$ cat src/inc/tcs_pkg.sv
// constants for the timer clock source select block
package tcs_pkg;
    // register indices; one word each, so the apb byte address is four times the index
    localparam logic [7:0] TCS_CLK_CTRL_IDX = 8'h8e;
    localparam logic [7:0] TCS_CFG_IDX = 8'h90;
    localparam logic [7:0] TCS_STAT_IDX = 8'h94;
    localparam logic [9:0] TCS_CLK_CTRL_ADDR = {TCS_CLK_CTRL_IDX, 2'b00};
    localparam logic [9:0] TCS_CFG_ADDR = {TCS_CFG_IDX, 2'b00};
    localparam logic [9:0] TCS_STAT_ADDR = {TCS_STAT_IDX, 2'b00};
    localparam logic [7:0] TCS_CLK_CTRL_RST = 8'h00;
    localparam logic [7:0] TCS_CFG_RST = 8'h00;
    // clock control fields
    localparam int TCS_PS_LSB = 0;
    localparam int TCS_T0_SEL_BIT = 2;
    localparam int TCS_T1_SEL_BIT = 3;
    localparam int TCS_T2L_SEL_BIT = 4;
    localparam int TCS_T2H_SEL_BIT = 5;
    localparam int TCS_T3L_SEL_BIT = 6;
    localparam int TCS_T3H_SEL_BIT = 7;
    // configuration fields
    localparam int TCS_T0_CNT_BIT = 0;
    localparam int TCS_T1_CNT_BIT = 1;
    localparam int TCS_T2_ALT_BIT = 2;
    localparam int TCS_T3_ALT_BIT = 3;
    localparam int TCS_T2_SPLIT_BIT = 4;
    localparam int TCS_T3_SPLIT_BIT = 5;
    localparam int TCS_SUSPEND_BIT = 6;
    // divide ratios
    localparam logic [5:0] TCS_DIV12 = 6'd12;
    localparam logic [5:0] TCS_DIV4 = 6'd4;
    localparam logic [5:0] TCS_DIV48 = 6'd48;
    localparam logic [5:0] TCS_DIV8 = 6'd8;
    typedef enum logic [1:0] {
        TCS_PS_SYS12 = 2'b00,
        TCS_PS_SYS4 = 2'b01,
        TCS_PS_SYS48 = 2'b10,
        TCS_PS_EXT8 = 2'b11
    } tcs_ps_t;
endpackage
$ cat src/design/tcs_top.sv
// timer clock source selection, prescaler and event input edge detection
//
// Design decision made here: the APB interface to the registers.
`timescale 1ns/10ps
// Function
// RULE1 - prescale field picks 12, 4, 48 or external/8
// RULE2 - timer0 select bit: prescaled or system clock
// RULE3 - timer1 select bit: prescaled or system clock
// RULE4 - timer2 low byte: system or alternative clock
// RULE5 - timer2 high byte, split only: same choice
// RULE6 - timer3 low byte: system or alternative clock
// RULE7 - timer3 high byte, split only: same choice
// RULE8 - timer2/3 alternative: system/12 or external/8
// RULE9 - counter mode counts falling event edges
// RULE10 - events up to quarter system rate counted
// RULE11 - source holds each level two cycles
// RULE12 - timer3 runs from external clock in suspend
// RULE13 - counter select bit chooses event input
// RULE14 - event inputs synchronised before edge detect
module tcs_top (
    input wire logic core_clk,
    input wire logic rst_n,
    input wire logic clk_en,
    input wire logic psel,
    input wire logic penable,
    input wire logic pwrite,
    input wire logic [9:0] paddr,
    input wire logic [31:0] pwdata,
    output logic [31:0] prdata,
    output logic pready,
    output logic pslverr,
    input wire logic ext_osc_clk,
    input wire logic event_input_zero,
    input wire logic event_input_one,
    output logic timer0_tick,
    output logic timer1_tick,
    output logic timer2_low_tick,
    output logic timer2_high_tick,
    output logic timer3_low_tick,
    output logic timer3_high_tick,
    output logic timer3_wake
);
    import tcs_pkg::*;

    // ***************************************************
    // registers over apb
    // ***************************************************
    logic [7:0] timer_clock_control_r;
    logic [7:0] cfg_r;
    logic [7:0] stat_w;
    logic wr_en;
    logic rd_en;
    logic addr_ok;

    assign addr_ok = (paddr == TCS_CLK_CTRL_ADDR) || (paddr == TCS_CFG_ADDR) ||
                     (paddr == TCS_STAT_ADDR);
    assign wr_en = clk_en && psel && penable && pwrite && !pready;
    assign rd_en = clk_en && psel && penable && !pwrite && !pready;

    always_ff @(posedge core_clk or negedge rst_n) begin
        if (!rst_n) begin
            timer_clock_control_r <= TCS_CLK_CTRL_RST;
            cfg_r <= TCS_CFG_RST;
        end else if (wr_en) begin
            if (paddr == TCS_CLK_CTRL_ADDR) begin
                timer_clock_control_r <= pwdata[7:0];
            end
            if (paddr == TCS_CFG_ADDR) begin
                cfg_r <= pwdata[7:0];
            end
        end
    end

    // one wait state: answer in the access cycle after it starts
    always_ff @(posedge core_clk or negedge rst_n) begin
        if (!rst_n) begin
            pready <= 1'b0;
            pslverr <= 1'b0;
            prdata <= 32'h0000_0000;
        end else if (clk_en) begin
            if (psel && penable && !pready) begin
                pready <= 1'b1;
                pslverr <= !addr_ok;
                prdata <= 32'h0000_0000;
                if (rd_en) begin
                    unique case (paddr)
                        TCS_CLK_CTRL_ADDR: prdata <= {24'h00_0000, timer_clock_control_r};
                        TCS_CFG_ADDR: prdata <= {24'h00_0000, cfg_r};
                        TCS_STAT_ADDR: prdata <= {24'h00_0000, stat_w};
                        default: prdata <= 32'h0000_0000;
                    endcase
                end
            end else begin
                pready <= 1'b0;
                pslverr <= 1'b0;
            end
        end
    end

    tcs_ps_t ps_sel;
    assign ps_sel = tcs_ps_t'(timer_clock_control_r[TCS_PS_LSB +: 2]);

    // ***************************************************
    // dividers of the system clock
    // ***************************************************
    logic [5:0] div12_cnt_r;
    logic [5:0] div4_cnt_r;
    logic [5:0] div48_cnt_r;
    logic div12_tick;
    logic div4_tick;
    logic div48_tick;

    assign div12_tick = clk_en && (div12_cnt_r == TCS_DIV12 - 6'd1);
    assign div4_tick = clk_en && (div4_cnt_r == TCS_DIV4 - 6'd1);
    assign div48_tick = clk_en && (div48_cnt_r == TCS_DIV48 - 6'd1);

    always_ff @(posedge core_clk or negedge rst_n) begin
        if (!rst_n) begin
            div12_cnt_r <= 6'd0;
            div4_cnt_r <= 6'd0;
            div48_cnt_r <= 6'd0;
        end else if (clk_en) begin
            div12_cnt_r <= div12_tick ? 6'd0 : div12_cnt_r + 6'd1; // see RULE1
            div4_cnt_r <= div4_tick ? 6'd0 : div4_cnt_r + 6'd1; // see RULE1
            div48_cnt_r <= div48_tick ? 6'd0 : div48_cnt_r + 6'd1; // see RULE1
        end
    end

    // ***************************************************
    // external oscillator, synchronised and divided by 8
    // ***************************************************
    // the oscillator must run below half the system rate to be seen;
    // the trade is one clock domain instead of a proper crossing
    logic ext_s1_r;
    logic ext_s2_r;
    logic ext_s3_r;
    logic [5:0] ext_cnt_r;
    logic ext_rise;
    logic ext8_tick;

    assign ext_rise = ext_s2_r && !ext_s3_r;
    assign ext8_tick = clk_en && ext_rise && (ext_cnt_r == TCS_DIV8 - 6'd1);

    always_ff @(posedge core_clk or negedge rst_n) begin
        if (!rst_n) begin
            ext_s1_r <= 1'b0;
            ext_s2_r <= 1'b0;
            ext_s3_r <= 1'b0;
            ext_cnt_r <= 6'd0;
        end else if (clk_en) begin
            ext_s1_r <= ext_osc_clk;
            ext_s2_r <= ext_s1_r;
            ext_s3_r <= ext_s2_r;
            if (ext_rise) begin
                ext_cnt_r <= ext8_tick ? 6'd0 : ext_cnt_r + 6'd1; // see RULE1
            end
        end
    end

    // ***************************************************
    // event inputs: synchroniser and falling edge detect
    // ***************************************************
    logic [1:0] ev_s1_r;
    logic [1:0] ev_s2_r;
    logic [1:0] ev_s3_r;
    logic [1:0] ev_fall;

    // a level must hold two system cycles or the edge may be missed
    always_ff @(posedge core_clk or negedge rst_n) begin
        if (!rst_n) begin
            ev_s1_r <= 2'b11;
            ev_s2_r <= 2'b11;
            ev_s3_r <= 2'b11;
        end else if (clk_en) begin
            ev_s1_r <= {event_input_one, event_input_zero}; // see RULE14
            ev_s2_r <= ev_s1_r;
            ev_s3_r <= ev_s2_r;
        end
    end
    assign ev_fall = ev_s3_r & ~ev_s2_r; // see RULE14, RULE10, RULE11

    // ***************************************************
    // source selection
    // ***************************************************
    logic ps_tick;
    logic t2_alt_tick;
    logic t3_alt_tick;
    logic t0_nxt;
    logic t1_nxt;
    logic t2l_nxt;
    logic t2h_nxt;
    logic t3l_nxt;
    logic t3h_nxt;
    logic suspend;

    assign suspend = cfg_r[TCS_SUSPEND_BIT];

    always_comb begin
        unique case (ps_sel)
            TCS_PS_SYS12: ps_tick = div12_tick; // see RULE1
            TCS_PS_SYS4: ps_tick = div4_tick;
            TCS_PS_SYS48: ps_tick = div48_tick;
            TCS_PS_EXT8: ps_tick = ext8_tick;
        endcase
    end

    assign t2_alt_tick = cfg_r[TCS_T2_ALT_BIT] ? ext8_tick : div12_tick; // see RULE8
    assign t3_alt_tick = cfg_r[TCS_T3_ALT_BIT] ? ext8_tick : div12_tick; // see RULE8

    always_comb begin
        if (cfg_r[TCS_T0_CNT_BIT]) begin
            t0_nxt = clk_en && ev_fall[0]; // see RULE9, RULE13
        end else begin
            t0_nxt = timer_clock_control_r[TCS_T0_SEL_BIT] ? clk_en : ps_tick; // see RULE2
        end
        if (cfg_r[TCS_T1_CNT_BIT]) begin
            t1_nxt = clk_en && ev_fall[1]; // see RULE9
        end else begin
            t1_nxt = timer_clock_control_r[TCS_T1_SEL_BIT] ? clk_en : ps_tick; // see RULE3
        end
        t2l_nxt = timer_clock_control_r[TCS_T2L_SEL_BIT] ? clk_en : t2_alt_tick; // see RULE4
        t2h_nxt = cfg_r[TCS_T2_SPLIT_BIT] &&
                  (timer_clock_control_r[TCS_T2H_SEL_BIT] ? clk_en : t2_alt_tick); // see RULE5
        // in suspend only the external oscillator keeps timer3 going
        if (suspend) begin
            t3l_nxt = ext8_tick; // see RULE12
            t3h_nxt = cfg_r[TCS_T3_SPLIT_BIT] && ext8_tick;
        end else begin
            t3l_nxt = timer_clock_control_r[TCS_T3L_SEL_BIT] ? clk_en : t3_alt_tick; // see RULE6
            t3h_nxt = cfg_r[TCS_T3_SPLIT_BIT] &&
                      (timer_clock_control_r[TCS_T3H_SEL_BIT] ? clk_en : t3_alt_tick); // see RULE7
        end
    end

    always_ff @(posedge core_clk or negedge rst_n) begin
        if (!rst_n) begin
            timer0_tick <= 1'b0;
            timer1_tick <= 1'b0;
            timer2_low_tick <= 1'b0;
            timer2_high_tick <= 1'b0;
            timer3_low_tick <= 1'b0;
            timer3_high_tick <= 1'b0;
            timer3_wake <= 1'b0;
        end else begin
            timer0_tick <= t0_nxt;
            timer1_tick <= t1_nxt;
            timer2_low_tick <= t2l_nxt;
            timer2_high_tick <= t2h_nxt;
            timer3_low_tick <= t3l_nxt;
            timer3_high_tick <= t3h_nxt;
            timer3_wake <= suspend && t3l_nxt; // see RULE12
        end
    end

    assign stat_w = {1'b0, timer3_wake, ext_s2_r, ev_s2_r, timer3_low_tick,
                     timer2_low_tick, ps_tick};

    // ***************************************************
    // checks
    // ***************************************************
    a_t0_sysclk: assert property (@(posedge core_clk) disable iff (!rst_n) // see RULE2
        clk_en && !cfg_r[TCS_T0_CNT_BIT] && timer_clock_control_r[TCS_T0_SEL_BIT]
        |=> timer0_tick) else $error("timer0 system clock tick missing");
    a_t1_sysclk: assert property (@(posedge core_clk) disable iff (!rst_n) // see RULE3
        clk_en && !cfg_r[TCS_T1_CNT_BIT] && timer_clock_control_r[TCS_T1_SEL_BIT]
        |=> timer1_tick) else $error("timer1 system clock tick missing");
    a_div12_period: assert property (@(posedge core_clk) disable iff (!rst_n) // see RULE1
        div12_tick |=> !div12_tick [*8] ##1 !div12_tick [*3])
        else $error("divide by 12 too fast");
    a_div4_spacing: assert property (@(posedge core_clk) disable iff (!rst_n) // see RULE1
        div4_tick |=> !div4_tick [*3]) else $error("divide by 4 too fast");
    a_ev0_count: assert property (@(posedge core_clk) disable iff (!rst_n) // see RULE9
        clk_en && cfg_r[TCS_T0_CNT_BIT] && ev_fall[0] |=> timer0_tick)
        else $error("timer0 event edge not counted");
    a_ev0_quiet: assert property (@(posedge core_clk) disable iff (!rst_n) // see RULE13
        cfg_r[TCS_T0_CNT_BIT] && !ev_fall[0] |=> !timer0_tick)
        else $error("timer0 counted without an event");
    a_t2h_split: assert property (@(posedge core_clk) disable iff (!rst_n) // see RULE5
        !cfg_r[TCS_T2_SPLIT_BIT] |=> !timer2_high_tick)
        else $error("timer2 high byte ticked outside split mode");
    a_t2l_sys: assert property (@(posedge core_clk) disable iff (!rst_n) // see RULE4
        clk_en && timer_clock_control_r[TCS_T2L_SEL_BIT] |=> timer2_low_tick)
        else $error("timer2 low byte system tick missing");
    a_t3_suspend: assert property (@(posedge core_clk) disable iff (!rst_n) // see RULE12
        suspend && !ext8_tick |=> !timer3_low_tick && !timer3_wake)
        else $error("timer3 ticked in suspend without oscillator");
endmodule

$ cat config.mk
export PLATFORM = sky130hd
export DESIGN_NAME = tcs_top
export DESIGN_NICKNAME = d
export VERILOG_FILES = /design/src/inc/tcs_pkg.sv /design/src/design/tcs_top.sv
export SDC_FILE = /design/constraint.sdc
export NUM_CORES = 1
export LEC_CHECK = 0
export BUFFER_PORTS_ARGS = -buffer_cell sky130_fd_sc_hd__buf_2
export CELL_PAD_IN_SITES_DETAIL_PLACEMENT = 1
export CELL_PAD_IN_SITES_GLOBAL_PLACEMENT = 2
export CORE_ASPECT_RATIO = 0.8
export CORE_MARGIN = 3
export CORE_UTILIZATION = 30
export CTS_CLUSTER_DIAMETER = 150
export DETAILED_ROUTE_END_ITERATION = 6
export HOLD_SLACK_MARGIN = 0.08
export PLACE_DENSITY_LB_ADDON = 0.1
export RECOVER_POWER = 100
export SLEW_MARGIN = 5
export SYNTH_ARGS = -nofsm -noshare
export SYNTH_HDL_FRONTEND = slang
export SYNTH_SLANG_ARGS = --single-unit
$ cat constraint.sdc
create_clock -name core_clk -period 1.9 [get_ports core_clk]
set_input_delay 0 -clock core_clk [delete_from_list [all_inputs] [get_ports core_clk]]
set_output_delay 0 -clock core_clk [all_outputs]
set_load 0.02 [all_outputs]
After elaboration in Yosys (flattened, before gate mapping)
Cells that the tools add are included.

Input bits: 51. Word-level logic and storage cells: 90. Output and inout port bits: 41. Flip-flop bits (word level): 90.

$add $sub $neg: 4. Equal/unequal tests: 10. Reduce and logical (&&, ||, !) cells: 31. Mux-type cells: 21. Bitwise gates (word level): 2.

Operator list (number): $eq 10x10->1 const B (3); $add 6x1->6 const B (4); $mux 6 (4); $pmux 8 s3 (1); $logic_and 1x1->1 (20); $mux 1 (14); $mux 8 (1); $reduce_and 2->1 (4); $eq 6x2->1 const B (1); $eq 6x3->1 const B (1); $eq 6x4->1 const B (1); $eq 6x6->1 const B (1); $eq 2x2->1 const B (2); $logic_not 1->1 (4); $pmux 1 s4 (1); $and 2x2->2 (1); $eq 2x1->1 const B (1); $logic_not 2->1 (1); $logic_or 1x1->1 (2); $not 2->2 (1).

Depth between registers and ports, before layout
Gate-level depths: netlist of run 1.

Depth in word-level cells: 8. Gate-level depth with buffers: 5. Depth with buffers taken out: 5.

Worst setup path after synthesis of run 1
OpenSTA, ideal clock, no wires.

Kind: register -> register. From: register div48_cnt_r[0]. To: register timer0_tick. Arrival time: 1.743 ns. Library setup time: 0.095 ns. Data required time: 1.805 ns. Slack: 0.061 ns. Buffers on the path: 0. Clock period less this slack: 1.839 ns. Stages on the path, launching flop included: 6. Cells stage by stage: dfrtp_1 -> ha_1 -> nand4_1 -> or3b_1 -> mux4_2 -> o31ai_1.

Cells in the longest elaborated chain, start to end: 5.

RTL lines: start, declared (RTL line tcs_top.sv:108) `logic [5:0] div48_cnt_r;`; start signal, assigned (RTL line tcs_top.sv:125) `div48_cnt_r <= div48_tick ? 6'd0 : div48_cnt_r + 6'd1;`; $eq 6x6->1 (RTL line tcs_top.sv:115) `assign div48_tick = clk_en && (div48_cnt_r == TCS_DIV48 - 6'd1);`; $logic_and 1x1->1 (RTL line tcs_top.sv:115); $pmux 1 s4 (RTL line tcs_top.sv:199) `unique case (ps_sel)`; $mux 1 (RTL line tcs_top.sv:214) `t0_nxt = timer_clock_control_r[TCS_T0_SEL_BIT] ? clk_en : ps_tick;`; $mux 1 (RTL line tcs_top.sv:211) `if (cfg_r[TCS_T0_CNT_BIT]) begin`; named net t0_nxt (RTL line tcs_top.sv:188) `logic t0_nxt;`; end signal, assigned (RTL line tcs_top.sv:245) `timer0_tick <= t0_nxt;`; end, declared (RTL line tcs_top.sv:35) `output logic timer0_tick,`.

The timed path passes the listed nets, and every way through them passes these cells. A chain may end at the register's enable or synchronous reset.

Final worst setup path of run 1
From: register div48_cnt_r[0]. To: register timer1_tick.

Cells in the longest elaborated chain, start to end: 5.

RTL lines: $eq 6x6->1 (RTL line tcs_top.sv:115); $logic_and 1x1->1 (RTL line tcs_top.sv:115); $pmux 1 s4 (RTL line tcs_top.sv:199); $mux 1 (RTL line tcs_top.sv:219) `t1_nxt = timer_clock_control_r[TCS_T1_SEL_BIT] ? clk_en : ps_tick;`; $mux 1 (RTL line tcs_top.sv:216) `if (cfg_r[TCS_T1_CNT_BIT]) begin`; named net t1_nxt (RTL line tcs_top.sv:189) `logic t1_nxt;`; end signal, assigned (RTL line tcs_top.sv:246) `timer1_tick <= t1_nxt;`; end, declared (RTL line tcs_top.sv:36) `output logic timer1_tick,`.

The timed path passes the listed nets, and every way through them passes these cells.

==> results of run 1 <==
[worst max-delay path: stages (launching register included)]
cell	delay, ps
dfrtp_1	350
ha_2	190
nand4_1	130
or3b_4	440
mux4_2	540
o31ai_2	190
[worst min path at each step]
stage / slack [ps] / to / startpoint / cells past startpoint
floorplan: -300 / cfg_r[0] / rst_n / 0
global placement: 70 / pslverr / rst_n / 1
detailed placement: 70 / pslverr / rst_n / 1
CTS: 80 / prdata[0] / paddr[5] / 4
global route: 130 / div12_cnt_r[0] / clk_en / 2
finish: 110 / div12_cnt_r[0] / clk_en / 2
[kinds of logic (layout without fill, tap and decap cells)]
group,count (synthesis),in the layout
flops,66,66
xor+xnor,13,13
other cells,1,24
fa+ha+maj,4,4
simple gates,84,84
buf+inv,44,120
compound gates,37,37
mux,33,33
[timing repair]
action,CTS,global route
hold buffers,19,0
endpoints found under the setup margin,3,9
resized for setup,9,4
endpoints found under the hold margin,41,0
buffers inserted,1,0
pin swaps,4,3
[area by class of cell]
class,instances,share of cell area
Clock inverter,6,0.01038
Timing Repair Buffer,95,0.1503
Clock buffer,10,0.05425
Sequential cell,66,0.3931
Multi-Input combinational cell,195,0.3424
Tap cell,140,0.04151
Inverter,9,0.008005
[Yosys cell counts (2+ instances only)]
master / count / area share
a21oi_1: 2 / 0.0031
nor3_1: 9 / 0.014
o22ai_1: 5 / 0.0096
a211o_1: 6 / 0.016
buf_4: 25 / 0.058
o31ai_1: 3 / 0.0069
and3_1: 3 / 0.0058
dfstp_2: 6 / 0.049
mux2_2: 29 / 0.10
nor4_1: 4 / 0.0077
nand2_1: 17 / 0.020
and2_1: 8 / 0.015
buf_6: 3 / 0.010
inv_1: 9 / 0.010
dfrtp_1: 60 / 0.46
nand3_1: 4 / 0.0062
xnor2_1: 6 / 0.016
nand4b_1: 2 / 0.0054
clkbuf_1: 6 / 0.0069
nor2_1: 15 / 0.017
ha_1: 4 / 0.015
xor2_1: 7 / 0.019
nor3b_1: 2 / 0.0046
mux2_1: 2 / 0.0069
o21ai_0: 3 / 0.0046
and4b_1: 2 / 0.0062
nand4_1: 8 / 0.015
a22oi_1: 9 / 0.021
a21o_1: 3 / 0.0069
[flip-flops by register name, summed over array words and instances, names as in the netlist, 2 cells and up]
signal	cells
ev_s1_r	2
ev_s3_r	2
prdata	8
div48_cnt_r	6
ext_cnt_r	6
ev_s2_r	2
cfg_r	8
div12_cnt_r	6
timer_clock_control_r	8
div4_cnt_r	6
[stage by stage]
stage / worst slack [ps] / instances
finish: -26.95 / 521
global route: -93.59 / 521
floorplan: 61.23 / 305
CTS: -34.33 / 521
detailed placement: -154.6 / 485
global placement: -57.63 / 485
[where the power goes]
group          internal [W]  switching [W]
Sequential          0.00168       0.000210
Clock              0.000881       0.000622
Combinational      0.000532       0.000474
[routing by layer]
metal / vias to the layer above / part of all wire / GRT usage
li1: 1148 / - / -
met1: 1192 / 0.49 / 0.1966
met2: 53 / 0.46 / 0.2302
met3: 6 / 0.046 / 0.04705
met4: 0 / 0.011 / 0.03873
met5: - / 0 / 0
==> results.txt, run 1 <==
status: finished, violations left
failing checks: capacitance limit, slew limit, setup timing
mux cell area share after synthesis: 0.1176
Port-buffer cells: 43
htree depth: 3
Sequential Area: 0.001659 mm²
area of the multi-input gates: 0.001445 mm²
Placer Congestion: 0.7262
Pwr Total: 0.004404 W
worst hold margin: 110.8 ps
layout cells sized above 1: 0.3097
first-pass GRT wire length: 13690 µm
Initial Util: 0.3118
post-route setup slack: -26.95 ps
Post-DRT Antenna Nets: 0
syn avg cell area: 11.50 µm²
TritonCTS sink count: 66
final setup TNS: -49.80 ps
synthesized area: 0.003244 mm²
Worst Reg2Reg Path Length in Cells: 5
crit path DAT: 2170 ps
flops & latches, synth: 66
I/O Pins: 92
Synth Area in Compound Gates: 0.08523
most used flip-flop cell after synthesis: dfrtp_1
Routed WL: 8226 µm
Die Y: 99.02 µm
sequential element share of the synthesized area: 0.5114
cells after synthesis: 282
synth warn: 0
row count: 33
CTS Buf Count: 9
endpoint class of the critical path: flop
final worst-path cycle share: 1.014
number of flops mapped to enable cells by yosys: 0
Startpoint Class: flop
Setup-failing EPs final: 2
Post-Synth Simple-Gate Area: 0.1469
Tot GR Track Use: 0.1469
final hold violations: 0
# diodes: 0
Clk pin slew, worst setup/hold paths: 60 ps
Area Overhead vs Synth: 30.08%
Setup CP Type: flop to flop
CTS tree: done
Max Cap Viol: 1
Critical Path Fanout Max: 3
capture point of the worst reg-to-reg path: timer1_tick
Root Buffer: clkbuf_16
HP Class: input port to flop
fin area: 0.004220 mm²
worst vdd ir: 0.0004759 V
vias: 2399
initial antenna violation count: 0
Post-Synth Adder-Cell Area: 0.01543
reg2reg start: div48_cnt_r[0]
Power Density: 1043 mW/mm²
commonest non-fill, non-tap cell in the layout: dfrtp_1
required time worst endpoint: 2140 ps
DRT iter0 DRCs: 67
Final #Nets: 431
die area: 0.01211 mm²
Rel. slew slack: -0.05404
Util after Layout: 0.4056
minimum clock period: 1927 ps
max frequency: 519.0 MHz
most frequent cells in the layout: dfrtp_1 (60), mux2_2 (29), buf_4 (27)
Pre-Repair DR Iteration Count: 4
core area: 0.01041 mm²
Chip Width: 122.3 µm
vias per cell: 4.605
global route overflow: 0
Slew @ Worst Pin: 1581 ps
XOR/XNOR Fraction of Synth Area: 0.03509
clock latency on the worst-skew pair: 330 ps
Fillers: 1176
RSZ-0062 raised after global routing: yes
combinational family with the most area after synthesis: simple AND/OR/NAND/NOR gates
worst-case clock buffer depth: 2
Area after DPL: 0.003737 mm²
Lkg Pwr: 1.952 nW
async set-reset flop share out of synthesis: 1.000
vias in the first global route: 2617
post-DP HPWL: 5971 µm
DR WL/cell: 15.79 µm
crit path capture: timer1_tick
worst reg-to-reg setup slack: -30 ps
largest net degree at the start of global routing: 42
Post-route DRC: 0
Max Transition Viols Final: 26
Critical path origin: div48_cnt_r[0]
synth unique cells: 49
clock skew: 6.830 ps
No activity file was read; power rests on OpenSTA's default activity.
==> inputs of run 2 (changes only) <==
- CORE_UTILIZATION: 30 -> 31
- CTS_BUF_LIST: unset -> sky130_fd_sc_hd__clkbuf_4
==> run 2 against run 1 <==
Compared with the run above:
- the flow still finishes with violations (capacitance limit, slew limit, setup timing)
- via count increased by 0.42%
- critical path depth unchanged
- clock power down 49%
- first-iteration DRC count fell by 9.0%
- hold slack gained 22 ps
- die area down 3.1%
- critical path type unchanged
- largest cell class unchanged
==> results.txt, run 2 (synthesis gave the netlist of run 1 again) <==
first-pass GRT wire length: 13450 µm
Critical Path Fanout Max: 3
global route overflow: 0
clock skew: 19.27 ps
Pwr Total: 0.003732 W
Final #Nets: 438
minimum clock period: 1932 ps
RSZ-0062 raised after global routing: yes
DRT iter0 DRCs: 61
CTS Buf Count: 9
I/O Pins: 92
Largest regs: cfg_r: 8 flops, prdata: 8 flops, timer_clock_control_r: 8 flops
commonest non-fill, non-tap cell in the layout: dfrtp_1
Tot GR Track Use: 0.1479
Pint: 0.002537 W
worst-case clock buffer depth: 2
Port-buffer cells: 43
endpoint class of the critical path: flop
htree depth: 3
Placer Congestion: 0.7295
Post-route DRC: 0
Util after Layout: 0.4167
Clk pin slew, worst setup/hold paths: 110 ps
final hold violations: 0
Non-Filler Instances: 523
DR WL/cell: 16.05 µm
Max Cap Viol: 1
Routed WL: 8393 µm
required time worst endpoint: 2230 ps
most frequent cells in the layout: dfrtp_1 (60), buf_2 (44), buf_4 (33)
status: finished, violations left
Power Density: 901.9 mW/mm²
post-DP HPWL: 5619 µm
vias per cell: 4.606
core area: 0.009930 mm²
Fillers: 1135
# diodes: 0
largest net degree at the start of global routing: 67
vias: 2409
initial antenna violation count: 0
Die Y: 97.50 µm
post-route setup slack: -31.92 ps
Post-DRT Antenna Nets: 0
max frequency: 517.6 MHz
row count: 32
Setup CP Type: flop to flop
Slew @ Worst Pin: 1524 ps
sequential power share: 0.511
die area: 0.01174 mm²
CTS tree: done
Chip Width: 120.4 µm
HP Class: input port to flop
Root Buffer: clkbuf_4
combinational group share of total power: 0.284
Pre-Repair DR Iteration Count: 4
dpl cells: 478
failing checks: capacitance limit, slew limit, setup timing
final setup TNS: -45.81 ps
switch share: 0.3202
Startpoint Class: flop
Lkg Pwr: 2.024 nW
Max Transition Viols Final: 67
worst vdd ir: 0.0004486 V
Net Switching: 0.001195 W
crit path DAT: 2260 ps
layout cells sized above 1: 0.3721
Initial Util: 0.3267
clock latency on the worst-skew pair: 420 ps
vias in the first global route: 2569
final worst-path cycle share: 1.017
TritonCTS sink count: 66
Rel. slew slack: -0.01574
Area Overhead vs Synth: 27.54%
Setup-failing EPs final: 2
part of the power in the clock network: 0.206
[run 2: changes by cell type in the layout (fill, tap and decap cells not counted), moves of 5 or more]
| cell | previous run | this run |
|---|---|---|
| buf_2 | 24 | 44 |
| buf_4 | 27 | 33 |
| clkbuf_1 | 24 | 0 |
| clkbuf_16 | 9 | 0 |
| clkbuf_4 | 0 | 10 |
| dlygate4sd3_1 | 19 | 24 |
[run 2: final timing paths]
kind                                     start              to  slack, ps  cells after the start
max in group asynchronous                rst_n  div48_cnt_r[1]        380                      3
worst max register to register  div48_cnt_r[0]     timer0_tick        -30                      5
min in group asynchronous                rst_n       prdata[3]        570                      3
worst min register to register   div4_cnt_r[5]   div4_cnt_r[5]        480                      1
worst max-delay path            div48_cnt_r[0]     timer0_tick        -30                      5
worst min-delay path                      psel         pslverr        130                      4
[run 2: final cells by class]
type	instances	area, µm²	share of cell area
Clock buffer	10	75.07	0.01814
Clock inverter	5	23.77	0.005745
Inverter	9	33.78	0.008164
Multi-Input combinational cell	195	1448	0.3499
Sequential cell	66	1659	0.4010
Tap cell	136	170.2	0.04112
Timing Repair Buffer	102	728.2	0.1760
[run 2: per-stage QoR]
| step | hold WS (ps) | setup WS, ps | cell area [µm²] |
|---|---|---|---|
| 2_1_floorplan | -295.6 | 61.23 | 3331 |
| 3_3_place_gp | 54.94 | -55.61 | 3710 |
| 3_5_place_dp | 61.56 | -101.8 | 3710 |
| 4_1_cts | 83.91 | -65.48 | 4099 |
| 5_1_grt | 133.8 | -81.25 | 4138 |
| 6_report | 132.5 | -31.92 | 4138 |
[run 2: worst max-delay path, stage by stage, from the launching register on]
cell and delay (ps):
dfrtp_1 380, ha_2 200, nand4_1 120, or3b_4 410
mux4_2 530, o31ai_2 210
[run 2: repair_timing]
| item | 4_1_cts | 5_1_grt |
|---|---|---|
| hold buffers | 24 | 0 |
| hold endpoints to repair | 91 | 0 |
| resized for setup | 6 | 7 |
| pin swaps | 0 | 3 |
| buffers inserted | 3 | 3 |
| endpoints found under the setup margin | 3 | 12 |
[run 2: per-layer routing]
metal | part of all wire | vias up | GRT usage
met5 | 0 | - | 0
met4 | 0.0079 | 0 | 0.03397
met3 | 0.054 | 6 | 0.04657
met2 | 0.46 | 68 | 0.2327
met1 | 0.48 | 1175 | 0.1995
li1 | - | 1160 | -
[run 2: power by group through the flow]
stage | clock, W | sequential, W | combinational [W]
2_1_floorplan | 0 | 0.00191 | 0.000537
3_3_place_gp | 0 | 0.00192 | 0.000894
3_5_place_dp | 0 | 0.00192 | 0.000908
4_1_cts | 0.000816 | 0.00190 | 0.00101
5_1_grt | 0.000873 | 0.00194 | 0.00119
6_report | 0.000768 | 0.00191 | 0.00106
